## src/design/tuner_cfg_pkg.sv

```systemverilog
// constants for the tuner synthesizer configuration register bank
package tuner_cfg_pkg;
  localparam int BYTE_W = 8;
  localparam int NUM_REGS = 8;
  localparam int IDX_W = 3;
  localparam int BIT_CNT_W = 4;
  localparam logic [BIT_CNT_W-1:0] BITS_PER_BYTE = 4'h8;
  // two-wire slave address, selected by the address pin
  localparam logic [6:0] SLAVE_ADDR_LOW = 7'h60;
  localparam logic [6:0] SLAVE_ADDR_HIGH = 7'h61;
  localparam logic WRITE_DIR = 1'h0;
  // register offsets
  localparam logic [7:0] REG_PUMP_AND_FRAC_HIGH = 8'h02;
  localparam logic [7:0] REG_FRAC_DIVIDE_MID = 8'h03;
  localparam logic [7:0] REG_FRAC_DIVIDE_LOW = 8'h04;
  localparam logic [7:0] REG_CRYSTAL_AND_REF_DIVIDER = 8'h05;
  localparam logic [7:0] REG_SYNTH_PUMP_CONTROL = 8'h06;
  localparam logic [7:0] REG_OSCILLATOR_SELECT = 8'h07;
  localparam logic [7:0] REG_FILTER_SETTING = 8'h08;
  localparam logic [7:0] REG_STANDBY_AND_GAIN = 8'h09;
  // array indices
  localparam logic [IDX_W-1:0] IDX_PUMP = 3'h0;
  localparam logic [IDX_W-1:0] IDX_FRAC_MID = 3'h1;
  localparam logic [IDX_W-1:0] IDX_FRAC_LOW = 3'h2;
  localparam logic [IDX_W-1:0] IDX_XTAL_REF = 3'h3;
  localparam logic [IDX_W-1:0] IDX_SYNTH = 3'h4;
  localparam logic [IDX_W-1:0] IDX_OSC = 3'h5;
  localparam logic [IDX_W-1:0] IDX_FILTER = 3'h6;
  localparam logic [IDX_W-1:0] IDX_CTRL = 3'h7;
  // reset values
  localparam logic [7:0] RST_PUMP_AND_FRAC_HIGH = 8'h02;
  localparam logic [7:0] RST_FRAC_DIVIDE_MID = 8'hF6;
  localparam logic [7:0] RST_FRAC_DIVIDE_LOW = 8'h84;
  localparam logic [7:0] RST_CRYSTAL_AND_REF_DIVIDER = 8'h01;
  localparam logic [7:0] RST_SYNTH_PUMP_CONTROL = 8'hC0;
  localparam logic [7:0] RST_OSCILLATOR_SELECT = 8'hCC;
  localparam logic [7:0] RST_FILTER_SETTING = 8'h4B;
  localparam logic [7:0] RST_STANDBY_AND_GAIN = 8'h00;
  // storable bits; don't-care bits are kept at zero
  localparam logic [7:0] MASK_SYNTH_PUMP_CONTROL = 8'hE0;
  localparam logic [7:0] MASK_STANDBY_AND_GAIN = 8'hAF;
  localparam logic [7:0] MASK_FULL = 8'hFF;
  // field positions
  localparam int PUMP_MIN_PULSE_LSB = 6;
  localparam int PUMP_LINEARITY_LSB = 4;
  localparam int FRAC_HIGH_LSB = 0;
  localparam int FRAC_HIGH_W = 4;
  localparam int XTAL_DIV_LSB = 5;
  localparam int REF_DIV_LSB = 0;
  localparam int VCO_POST_DIV_BIT = 7;
  localparam int PUMP_SRC_SEL_BIT = 6;
  localparam int PUMP_CUR_HIGH_BIT = 5;
  localparam int VCO_SEL_LSB = 3;
  localparam int VCO_AUTO_BIT = 2;
  localparam int ADC_LATCH_BIT = 1;
  localparam int ADC_READ_BIT = 0;
  localparam int STANDBY_BIT = 7;
  localparam int FACTORY_OFF_BIT = 5;
  localparam int BB_GAIN_LSB = 0;
  // crystal buffer divider codes and ratios
  localparam logic [2:0] XD_DIV1 = 3'h0;
  localparam logic [2:0] XD_DIV2 = 3'h1;
  localparam logic [2:0] XD_UNDEF = 3'h2;
  localparam logic [2:0] XD_DIV3 = 3'h3;
  localparam logic [2:0] XD_DIV4 = 3'h4;
  localparam logic [2:0] XD_DIV5 = 3'h5;
  localparam logic [2:0] XD_DIV7 = 3'h6;
  localparam logic [2:0] XD_DIV8 = 3'h7;
  localparam logic [3:0] RATIO_UNDEF = 4'h0;
  localparam logic [3:0] RATIO_1 = 4'h1;
  localparam logic [3:0] RATIO_2 = 4'h2;
  localparam logic [3:0] RATIO_3 = 4'h3;
  localparam logic [3:0] RATIO_4 = 4'h4;
  localparam logic [3:0] RATIO_5 = 4'h5;
  localparam logic [3:0] RATIO_7 = 4'h7;
  localparam logic [3:0] RATIO_8 = 4'h8;
  typedef enum {S_IDLE, S_ADDR, S_ACK_ADDR, S_REG, S_ACK_REG, S_DATA, S_ACK_DATA, S_IGNORE} link_state_t;
endpackage

```

## src/design/tuner_synth_config_regs.sv

```systemverilog
// two-wire write port and configuration register bank of the tuner synthesizer
`timescale 1ns/1ps
// Function
// - pump minimum pulse field, bits 7-6, resets to 00; controller writes 00.
// - pump linearity field, bits 5-4, resets to 00; controller loads 01.
// - 20-bit fractional word spans three registers, reset 0x2F684.
// - crystal divider code, bits 7-5, resets 000; decoded to divide ratio.
// - reference divider bits 4-0 reset to 00001 meaning divide by one.
// - REG_SYNTH_PUMP_CONTROL post-divider bit 7 resets 1; 1 divides four, 0 two.
// - pump source select resets 1 (auto); else pump current bit picks current.
// - OSCILLATOR_SELECT select bits 7-3 reset to 11001, manual choice or start band.
// - autoselect enable bit 2 resets 1; 0 means bus-written OSCILLATOR_SELECT choice.
// - ADC latch bit acts only with autoselect off; resets 0.
// - ADC read enable acts only with autoselect off; resets 0.
// - filter register resets 01001011; controller rewrites it to 10010111.
// - standby bit shuts signal path and synthesizer; crystal and bus stay on.
// - baseband gain bits 3-0 reset 0000, about 1dB per step.
// - slave address 1100000 with address pin low, 1100001 with it high.
module tuner_synth_config_regs
  import tuner_cfg_pkg::*;
(
  input wire logic core_clk_i,
  input wire logic sys_rst_i,
  input wire logic scl_i,
  input wire logic sda_i,
  input wire logic addr_sel_i,
  output logic sda_o,
  output logic sda_oe_o,
  output logic [1:0] pump_min_pulse_o,
  output logic [1:0] pump_linearity_o,
  output logic [19:0] frac_divide_o,
  output logic [2:0] crystal_buffer_divider_o,
  output logic [3:0] crystal_div_ratio_o,
  output logic [4:0] ref_divider_o,
  output logic vco_post_divider_o,
  output logic pump_current_source_select_o,
  output logic pump_current_high_o,
  output logic [4:0] vco_select_o,
  output logic vco_autoselect_enable_o,
  output logic tune_adc_latch_o,
  output logic tune_adc_read_enable_o,
  output logic [7:0] filter_setting_o,
  output logic standby_request_o,
  output logic signal_path_enable_o,
  output logic synth_enable_o,
  output logic factory_power_off_o,
  output logic [3:0] baseband_gain_o
);
  typedef struct packed {
    link_state_t st;
    logic [BIT_CNT_W-1:0] bit_cnt;
    logic [BYTE_W-1:0] shreg;
    logic [BYTE_W-1:0] ptr;
    logic ack_drive;
    logic scl_q;
    logic sda_q;
    logic [NUM_REGS-1:0][BYTE_W-1:0] regs;
  } bank_state_t;

  bank_state_t s_r;
  bank_state_t s_nxt;
  logic [2:0] pins_sync;
  logic scl_s;
  logic sda_s;
  logic addr_s;
  logic scl_rise;
  logic scl_fall;
  logic start_cond;
  logic stop_cond;
  logic byte_done;
  logic [6:0] own_addr;
  logic ptr_in_bank;
  logic [IDX_W-1:0] ptr_idx;
  logic data_write;

  pin_sync #(
    .WIDTH(3)
  ) u_pin_sync (
    .core_clk_i(core_clk_i),
    .sys_rst_i(sys_rst_i),
    .async_i({scl_i, sda_i, addr_sel_i}),
    .sync_o(pins_sync)
  );

  assign scl_s = pins_sync[2];
  assign sda_s = pins_sync[1];
  assign addr_s = pins_sync[0];

  // bus conditions come from synchronised copies, so a glitch narrower than a cycle is a hazard
  assign scl_rise = scl_s & ~s_r.scl_q;
  assign scl_fall = ~scl_s & s_r.scl_q;
  assign start_cond = scl_s & s_r.scl_q & s_r.sda_q & ~sda_s;
  assign stop_cond = scl_s & s_r.scl_q & ~s_r.sda_q & sda_s;
  assign byte_done = scl_fall & (s_r.bit_cnt == BITS_PER_BYTE);
  assign own_addr = addr_s ? SLAVE_ADDR_HIGH : SLAVE_ADDR_LOW;
  assign ptr_in_bank = (s_r.ptr >= REG_PUMP_AND_FRAC_HIGH) && (s_r.ptr <= REG_STANDBY_AND_GAIN);
  assign ptr_idx = IDX_W'(s_r.ptr - REG_PUMP_AND_FRAC_HIGH);
  assign data_write = (s_r.st == S_DATA) && byte_done && ptr_in_bank;

  function automatic logic [BYTE_W-1:0] store_mask(input logic [IDX_W-1:0] idx);
    logic [BYTE_W-1:0] m;
    m = MASK_FULL;
    if (idx == IDX_SYNTH) begin
      m = MASK_SYNTH_PUMP_CONTROL;
    end else if (idx == IDX_CTRL) begin
      m = MASK_STANDBY_AND_GAIN;
    end
    return m;
  endfunction

  always_comb begin
    s_nxt = s_r;
    s_nxt.scl_q = scl_s;
    s_nxt.sda_q = sda_s;
    if (start_cond) begin
      // a repeated start restarts address reception
      s_nxt.st = S_ADDR;
      s_nxt.bit_cnt = '0;
      s_nxt.ack_drive = 1'b0;
    end else if (stop_cond) begin
      s_nxt.st = S_IDLE;
      s_nxt.ack_drive = 1'b0;
    end else begin
      case (s_r.st)
        S_ADDR, S_REG, S_DATA: begin
          if (scl_rise) begin
            s_nxt.shreg = {s_r.shreg[BYTE_W-2:0], sda_s};
            s_nxt.bit_cnt = s_r.bit_cnt + 1'b1;
          end else if (byte_done) begin
            s_nxt.ack_drive = 1'b1;
            if (s_r.st == S_ADDR) begin
              if (s_r.shreg[7:1] == own_addr && s_r.shreg[0] == WRITE_DIR) begin
                s_nxt.st = S_ACK_ADDR;
              end else begin
                // reads of the status bytes are not served here
                s_nxt.st = S_IGNORE;
                s_nxt.ack_drive = 1'b0;
              end
            end else if (s_r.st == S_REG) begin
              s_nxt.ptr = s_r.shreg;
              s_nxt.st = S_ACK_REG;
            end else begin
              // bytes outside this bank are acknowledged and dropped
              if (ptr_in_bank) begin
                s_nxt.regs[ptr_idx] = s_r.shreg & store_mask(ptr_idx);
              end
              s_nxt.ptr = s_r.ptr + 1'b1;
              s_nxt.st = S_ACK_DATA;
            end
          end
        end
        S_ACK_ADDR, S_ACK_REG, S_ACK_DATA: begin
          if (scl_fall) begin
            s_nxt.ack_drive = 1'b0;
            s_nxt.bit_cnt = '0;
            s_nxt.st = (s_r.st == S_ACK_ADDR) ? S_REG : S_DATA;
          end
        end
        S_IDLE, S_IGNORE: begin
          s_nxt.ack_drive = 1'b0;
        end
        default: begin
          s_nxt.st = S_IDLE;
          s_nxt.ack_drive = 1'b0;
        end
      endcase
    end
  end

  always_ff @(posedge core_clk_i or posedge sys_rst_i) begin
    if (sys_rst_i) begin
      s_r.st <= S_IDLE;
      s_r.bit_cnt <= '0;
      s_r.shreg <= '0;
      s_r.ptr <= '0;
      s_r.ack_drive <= 1'b0;
      s_r.scl_q <= 1'b1;
      s_r.sda_q <= 1'b1;
      s_r.regs[IDX_PUMP] <= RST_PUMP_AND_FRAC_HIGH;
      s_r.regs[IDX_FRAC_MID] <= RST_FRAC_DIVIDE_MID;
      s_r.regs[IDX_FRAC_LOW] <= RST_FRAC_DIVIDE_LOW;
      s_r.regs[IDX_XTAL_REF] <= RST_CRYSTAL_AND_REF_DIVIDER;
      s_r.regs[IDX_SYNTH] <= RST_SYNTH_PUMP_CONTROL;
      s_r.regs[IDX_OSC] <= RST_OSCILLATOR_SELECT;
      s_r.regs[IDX_FILTER] <= RST_FILTER_SETTING;
      s_r.regs[IDX_CTRL] <= RST_STANDBY_AND_GAIN;
    end else begin
      s_r <= s_nxt;
    end
  end

  // open-drain: only ever pull low
  assign sda_o = 1'b0;
  assign sda_oe_o = s_r.ack_drive;

  assign pump_min_pulse_o = s_r.regs[IDX_PUMP][PUMP_MIN_PULSE_LSB +: 2];
  assign pump_linearity_o = s_r.regs[IDX_PUMP][PUMP_LINEARITY_LSB +: 2];
  assign frac_divide_o = {s_r.regs[IDX_PUMP][FRAC_HIGH_LSB +: FRAC_HIGH_W], s_r.regs[IDX_FRAC_MID],
                          s_r.regs[IDX_FRAC_LOW]};
  assign crystal_buffer_divider_o = s_r.regs[IDX_XTAL_REF][XTAL_DIV_LSB +: 3];
  assign ref_divider_o = s_r.regs[IDX_XTAL_REF][REF_DIV_LSB +: 5];
  assign vco_post_divider_o = s_r.regs[IDX_SYNTH][VCO_POST_DIV_BIT];
  assign pump_current_source_select_o = s_r.regs[IDX_SYNTH][PUMP_SRC_SEL_BIT];
  // the current bit is ignored by the pump while the autoselect circuit owns it
  assign pump_current_high_o = s_r.regs[IDX_SYNTH][PUMP_CUR_HIGH_BIT] & ~pump_current_source_select_o;
  assign vco_select_o = s_r.regs[IDX_OSC][VCO_SEL_LSB +: 5];
  assign vco_autoselect_enable_o = s_r.regs[IDX_OSC][VCO_AUTO_BIT];
  assign tune_adc_latch_o = s_r.regs[IDX_OSC][ADC_LATCH_BIT] & ~vco_autoselect_enable_o;
  assign tune_adc_read_enable_o = s_r.regs[IDX_OSC][ADC_READ_BIT] & ~vco_autoselect_enable_o;
  assign filter_setting_o = s_r.regs[IDX_FILTER];
  assign standby_request_o = s_r.regs[IDX_CTRL][STANDBY_BIT];
  // crystal buffer and its divider have no gate: they run through standby
  assign signal_path_enable_o = ~standby_request_o;
  assign synth_enable_o = ~standby_request_o;
  assign factory_power_off_o = s_r.regs[IDX_CTRL][FACTORY_OFF_BIT];
  assign baseband_gain_o = s_r.regs[IDX_CTRL][BB_GAIN_LSB +: 4];

  // code 010 has no defined ratio and reports zero
  always_comb begin
    case (crystal_buffer_divider_o)
      XD_DIV1: crystal_div_ratio_o = RATIO_1;
      XD_DIV2: crystal_div_ratio_o = RATIO_2;
      XD_DIV3: crystal_div_ratio_o = RATIO_3;
      XD_DIV4: crystal_div_ratio_o = RATIO_4;
      XD_DIV5: crystal_div_ratio_o = RATIO_5;
      XD_DIV7: crystal_div_ratio_o = RATIO_7;
      XD_DIV8: crystal_div_ratio_o = RATIO_8;
      XD_UNDEF: crystal_div_ratio_o = RATIO_UNDEF;
      default: crystal_div_ratio_o = RATIO_UNDEF;
    endcase
  end
endmodule

```

## src/design/pin_sync.sv

```systemverilog
// two flip-flop synchroniser for pin inputs
`timescale 1ns/1ps
module pin_sync #(
  parameter int WIDTH = 1
) (
  input wire logic core_clk_i,
  input wire logic sys_rst_i,
  input wire logic [WIDTH-1:0] async_i,
  output logic [WIDTH-1:0] sync_o
);
  typedef struct packed {
    logic [WIDTH-1:0] first;
    logic [WIDTH-1:0] second;
  } sync_state_t;

  sync_state_t st_r;
  sync_state_t st_nxt;

  // the first stage feeds only the second stage
  always_comb begin
    st_nxt.first = async_i;
    st_nxt.second = st_r.first;
  end

  always_ff @(posedge core_clk_i or posedge sys_rst_i) begin
    if (sys_rst_i) begin
      // bus pins idle high; resetting to that level keeps a false edge out of the first cycles
      st_r <= '1;
    end else begin
      st_r <= st_nxt;
    end
  end

  assign sync_o = st_r.second;
endmodule

```

## config.mk

```make
export PLATFORM = sky130hd
export DESIGN_NAME = tuner_synth_config_regs
export DESIGN_NICKNAME = d
export VERILOG_FILES = /design/src/design/tuner_cfg_pkg.sv /design/src/design/tuner_synth_config_regs.sv /design/src/design/pin_sync.sv
export SDC_FILE = /design/constraint.sdc
export NUM_CORES = 1
export LEC_CHECK = 0
export BUFFER_PORTS_ARGS = -buffer_cell sky130_fd_sc_hd__buf_2
export CORE_ASPECT_RATIO = 1.2
export CORE_MARGIN = 4
export CORE_UTILIZATION = 59
export DETAILED_ROUTE_END_ITERATION = 8
export PLACE_DENSITY = 0.89
export SLEW_MARGIN = 15
export SYNTH_ARGS = -nofsm -noshare
export SYNTH_HDL_FRONTEND = slang
export SYNTH_HIERARCHICAL = 1
export SYNTH_SLANG_ARGS = --single-unit
```

## constraint.sdc

```tcl
create_clock -name core_clk_i -period 3.9 [get_ports core_clk_i]
set_input_delay 0 -clock core_clk_i [delete_from_list [all_inputs] [get_ports core_clk_i]]
set_output_delay 0 -clock core_clk_i [all_outputs]
set_load 0.05 [all_outputs]
```

-- Word level (Yosys, flattened, before mapping)
Memory sizes are Yosys's and may differ from the RTL's.
Index checks and enable logic that the tools add are counted.
- bits of input ports: 5
- memories kept: 1
- output and inout port bits: 65
- register bits after elaboration: 125
- bits in read-only memories: 32
- word-level logic and storage cells: 123
- equal/unequal tests: 21
- add/subtract/negate cells: 3
- muxes and demuxes: 38
- bitwise gates (word level): 25
- order comparisons: 4
- reductions and logical operators: 14
- memories (name ; depth ; width ; read ports ; clocked after Yosys merged registers in ; wr ports ; RTL line ; source):
    (no name shown) ; 8 ; 4 ; 1 ; 0 ; 0 ; tuner_synth_config_regs.sv:220 ; case (crystal_buffer_divider_o)
- operators by type and width (kind ; number):
    $eq 32x3->1 const B ; 6
    $mux 32 ; 4
    $eq 32x2->1 const B ; 3
    $pmux 32 s3 ; 1
    $mux 8 ; 11
    $mux 36 ; 2
    $bwmux 64 ; 1
    $eq 32x1->1 const B ; 1
    $logic_not 32->1 ; 1
    $demux 8 s3 ; 1
    $mux 20 ; 1
    $mux 9 ; 2
    $mux 16 ; 1
    $mux 7 ; 2
    $not 1->1 ; 13
    $mux 12 ; 1
    $ne 4x4->1 const B ; 3
    $reduce_and 4->1 ; 3
    $and 1x1->1 ; 11
    $ne 3x3->1 const B ; 3
    $add 8x1->8 const B ; 1
    $and 8x8->8 ; 1
    $ge 8x2->1 const B ; 1
    $le 8x4->1 const B ; 1
    20 further kinds ; 30

-- Depth between registers and ports, before layout
- depth after elaboration: 14
- mapped depth: 9
- gate-level depth less buffers: 6

-- By module
The synthesis kept the hierarchy.
- modules (own cells, without submodules) (module ; cells an instance ; times used ; area an instance (sq um) ; seq. area each (sq um)):
    tuner_synth_config_regs ; 373 ; 1 ; 4459.3 ; 2104.5
    pin_sync ; 7 ; 1 ; 161.4 ; 157.7

-- Least setup slack after synthesis
No wires, ideal clock.
- kind: reg-to-reg
- from: register s_r[67] (netlist bit)
- to: register s_r[40] (netlist bit)
- data arrival time: 2090 ps
- clock period less this slack: 2215 ps
- setup slack: 1685 ps
- required time: 3775 ps
- library setup time: 125 ps
- buffers on the path: 2
- stages on the path, launching flop included: 9
- path through: dfrtp_1 -> buf_6 -> inv_1 -> ha_1 -> o21ba_1 -> o2111ai_4 -> or4b_1 -> buf_6 -> mux2_4
- longest elaborated chain between the ends: 13
- elaborated cells on any way between the ends: 22
- those cells by class: add/sub (1); order compare (4); eq/ne (1); mux (12); bitwise (1); reduce/logical (3)
- RTL lines (what ; RTL line ; source):
    from (decl) ; tuner_synth_config_regs.sv:60 ; bank_state_t s_r;
    from (signal assigned) ; tuner_synth_config_regs.sv:188 ; s_r <= s_nxt;
    $sub 3x2->3 ; tuner_synth_config_regs.sv:97 ; assign ptr_idx = IDX_W'(s_r.ptr - REG_PUMP_AND_FRAC_HIGH);
    $eq 3x3->1 ; tuner_synth_config_regs.sv:103 ; if (idx == IDX_SYNTH) begin
    $mux 7 ; tuner_synth_config_regs.sv:103 ;
    $mux 8 ; tuner_synth_config_regs.sv:144 ; if (ptr_in_bank) begin
    $mux 8 ; tuner_synth_config_regs.sv:139 ; end else if (s_r.st == S_REG) begin
    $mux 8 ; tuner_synth_config_regs.sv:131 ; if (s_r.st == S_ADDR) begin
    $mux 8 ; tuner_synth_config_regs.sv:129 ; end else if (byte_done) begin
    $mux 8 ; tuner_synth_config_regs.sv:126 ; if (scl_rise) begin
    $mux 8 ; tuner_synth_config_regs.sv:124 ; case (s_r.st)
    $mux 8 ; tuner_synth_config_regs.sv:120 ; end else if (stop_cond) begin
    $mux 8 ; tuner_synth_config_regs.sv:115 ; if (start_cond) begin
    $and 8x8->8 ; tuner_synth_config_regs.sv:145 ; s_nxt.regs[ptr_idx] = s_r.shreg & store_mask(ptr_idx);
    $bwmux 64 ; tuner_synth_config_regs.sv:145 ;
Several ways; a longest one is shown, not always the timed one. The select of a mux whose other input is x is not followed.
A chain may end at the register's enable or synchronous reset.

-- Final worst setup path
- from: register s_r[67] (netlist bit)
- to: register s_r (netlist bit vco_select_o[2])
Same word-level chain as after synthesis.

==> reports/qor.yml <==
synth_top_area_share_pct: 33.04
core.rowCount: 35
port_buffers: 68
max-cap-violations: 0
synth_area_leaders: "dfrtp_1, dfstp_2, mux2_2"
drive_gt1_share_pct: 48.02
n_antenna_cell: 0
ys_ff_latch: 89
cellPowerDensity_nw_per_um2: 386.5
hpwlAfterDp_um: 6334
rsz0062_at_grt: "false"
start_util_pct: 60.29
dieArea_um2: 9318
yosysSeqAreaShare_pct: 48.96
finalCritPeriodShare_pct: 67.25
post_cts_resized: 0
power.switching_uw: 573.0
post_dp_cell_area_um2: 4602
layout-area-overhead-vs-synth_pct: 4.739
combPwrFrac_pct: 10.1
clkSinkCount: 89
netlist_area_um2: 4621
yosysMostFrequentCell: "dfrtp_1"
yosys.area.top_type: "dfrtp_1"
stdcell_area_um2: 4840
syn_area_per_cell_um2: 12.16
p_int_mw: 1.298
yosysWarningCount: 6
syn_inst: 380
viasPerCell: 5.712
fp.dieW_um: 88.79
hold_viol: 0
ys_types: 62
crit_path_max_fanout: 12
htree_levels: 3
core_um2: 7664
p_sw_share_pct: 30.63
tns_ps: 0
synth_common_cells: "dfrtp_1, mux2_2, buf_4, dfstp_2"
cp.required_ps: 4160
grt_antenna_before_repair: 0
worstSetupEndpointType: "register"
fin_crit_ps: 2623
min_path_type: "primary input to register"
vias: 2833
place.gp.congestion: 0.8520
synthFlopType: "dfrtp_1"
clock_latency_ps: 370
crit_path_start_kind: "register"
syn-num-nets: 398
synth_edf_count: 0
wl_um: 8838
die_y_um: 104.9
crit_type: "register to register"
wire_per_inst_um: 17.82
setup_viol: 0
drt-pass1-iter-count: 4
ant_nets: 0
drv_slew: 0
grt_start_max_net_pins: 50
async_flop_share_pct: 100.0
skew_ps: 12.16
drc: 0
worst_pin_slew_ps: 840.6
clock.fmax_ghz: 0.3813
tritoncts: "done"
cellLeakagePower_nw: 2.436
overflow: 0
p_clk_share_pct: 32.9
nNetsFinal: 417
cts_inserted_buffers: 9
outcome: "finished clean"
cts.path.max_buffers: 2
worst_ir_drop_vdd_mv: 0.2612
hold_ws_ps: 266.9
ios: 70
grt_pass1_wl_um: 14670
drtIter0Drc: 207
maxSlewHeadroom_pct: 43.46
clkTransAtPathRegs_ps: 100
seqPwrFrac_pct: 57.0
cts-root-buf: "clkbuf_8"
first_global_vias: 2841
crit_arrival_ps: 2890
grtUsageTotal_pct: 20.47
[worst max-delay path, stage by stage (launching register included)]
cell and delay, ps:
dfrtp_1 570, inv_1 220, ha_1 260, or4_1 560
or4b_1 540, mux2_4 360
[logic make-up after synthesis]
family	after synthesis	synth area share, %
flops	89	48.96
simple gates	86	11.37
buf+inv	77	11.43
mux	69	17.38
compound gates	41	6.499
fa+ha+maj	13	3.520
xor+xnor	4	0.7583
other cells	1	0.08116
[layout by cell type (no fill, tap or decap), types with 4 or more instances in the layout]
master / count
buf_2: 68
clkbuf_8: 9
nand2_1: 11
o21ai_0: 8
a21oi_1: 10
inv_1: 11
mux2_4: 8
dfstp_2: 28
dlygate4sd3_1: 4
nor2_1: 13
nor2b_1: 7
and2_0: 4
nand3_1: 13
ha_1: 13
mux2_2: 57
dfrtp_1: 61
a21boi_0: 5
[flip-flops by register name, indices dropped and copies added (netlist names), 2 cells and up]
signal                    flops
crystal_buffer_divider_o      3
s_r                          28
pump_linearity_o              2
ref_divider_o                 5
pump_min_pulse_o              2
filter_setting_o              8
vco_select_o                  5
baseband_gain_o               4
u_pin_sync/sync_o             3
u_pin_sync/st_nxt             3
frac_divide_o                20
[per-stage QoR]
step	power (mW)	instances	worst slack, ps	utilization (%)
5_1_grt	1.950	496	1156	63.15
2_1_floorplan	1.189	380	1685	-
4_1_cts	1.884	496	1283	63.15
3_5_place_dp	1.269	476	1342	60.05
6_report	1.871	496	1277	63.15
3_3_place_gp	1.259	476	1467	60.05
[final timing paths]
| path | slack [ps] | from | endpoint | cells past startpoint |
|---|---|---|---|---|
| min reg2reg | 360 | u_pin_sync/st_nxt[1] | u_pin_sync/sync_o[1] | 0 |
| min | 270 | scl_i | u_pin_sync/st_nxt[2] | 2 |
| min in group asynchronous | 300 | sys_rst_i | u_pin_sync/st_nxt[2] | 3 |
| max | 1280 | s_r[67] | vco_select_o[2] | 5 |
| max reg2reg | 1280 | s_r[67] | vco_select_o[2] | 5 |
| max in group asynchronous | 2620 | sys_rst_i | vco_select_o[4] | 4 |
[power by group through the flow]
| stage | Clock (mW) | Combinational, mW | Sequential (mW) |
|---|---|---|---|
| floorplan | 0 | 0.167 | 1.02 |
| global placement | 0 | 0.180 | 1.08 |
| detailed placement | 0 | 0.186 | 1.08 |
| CTS | 0.628 | 0.191 | 1.07 |
| global route | 0.664 | 0.211 | 1.07 |
| finish | 0.615 | 0.190 | 1.07 |
[final cells by class]
| type | count | area (µm²) |
|---|---|---|
| clock buffer | 9 | 123.9 |
| clock inverter | 7 | 73.82 |
| fill | 552 | 2824 |
| inverter | 12 | 46.29 |
| multi-input combinational | 214 | 1831 |
| sequential | 89 | 2262 |
| tap | 92 | 115.1 |
| timing repair buffer | 73 | 387.9 |
[repair_timing]
item | CTS | global route
hold endpoints to repair | 41 | 0
setup buffers | 0 | 0
hold buffers | 4 | 0
[routing by layer]
layer | wire length (µm) | GRT usage [%] | up-vias
met5 | 0 | 0 | -
met4 | 187 | 8.099 | 0
met3 | 484 | 4.180 | 15
met2 | 4657 | 34.34 | 85
met1 | 3509 | 25.34 | 1421
li1 | - | - | 1312
No activity file was read; power rests on OpenSTA's default activity.
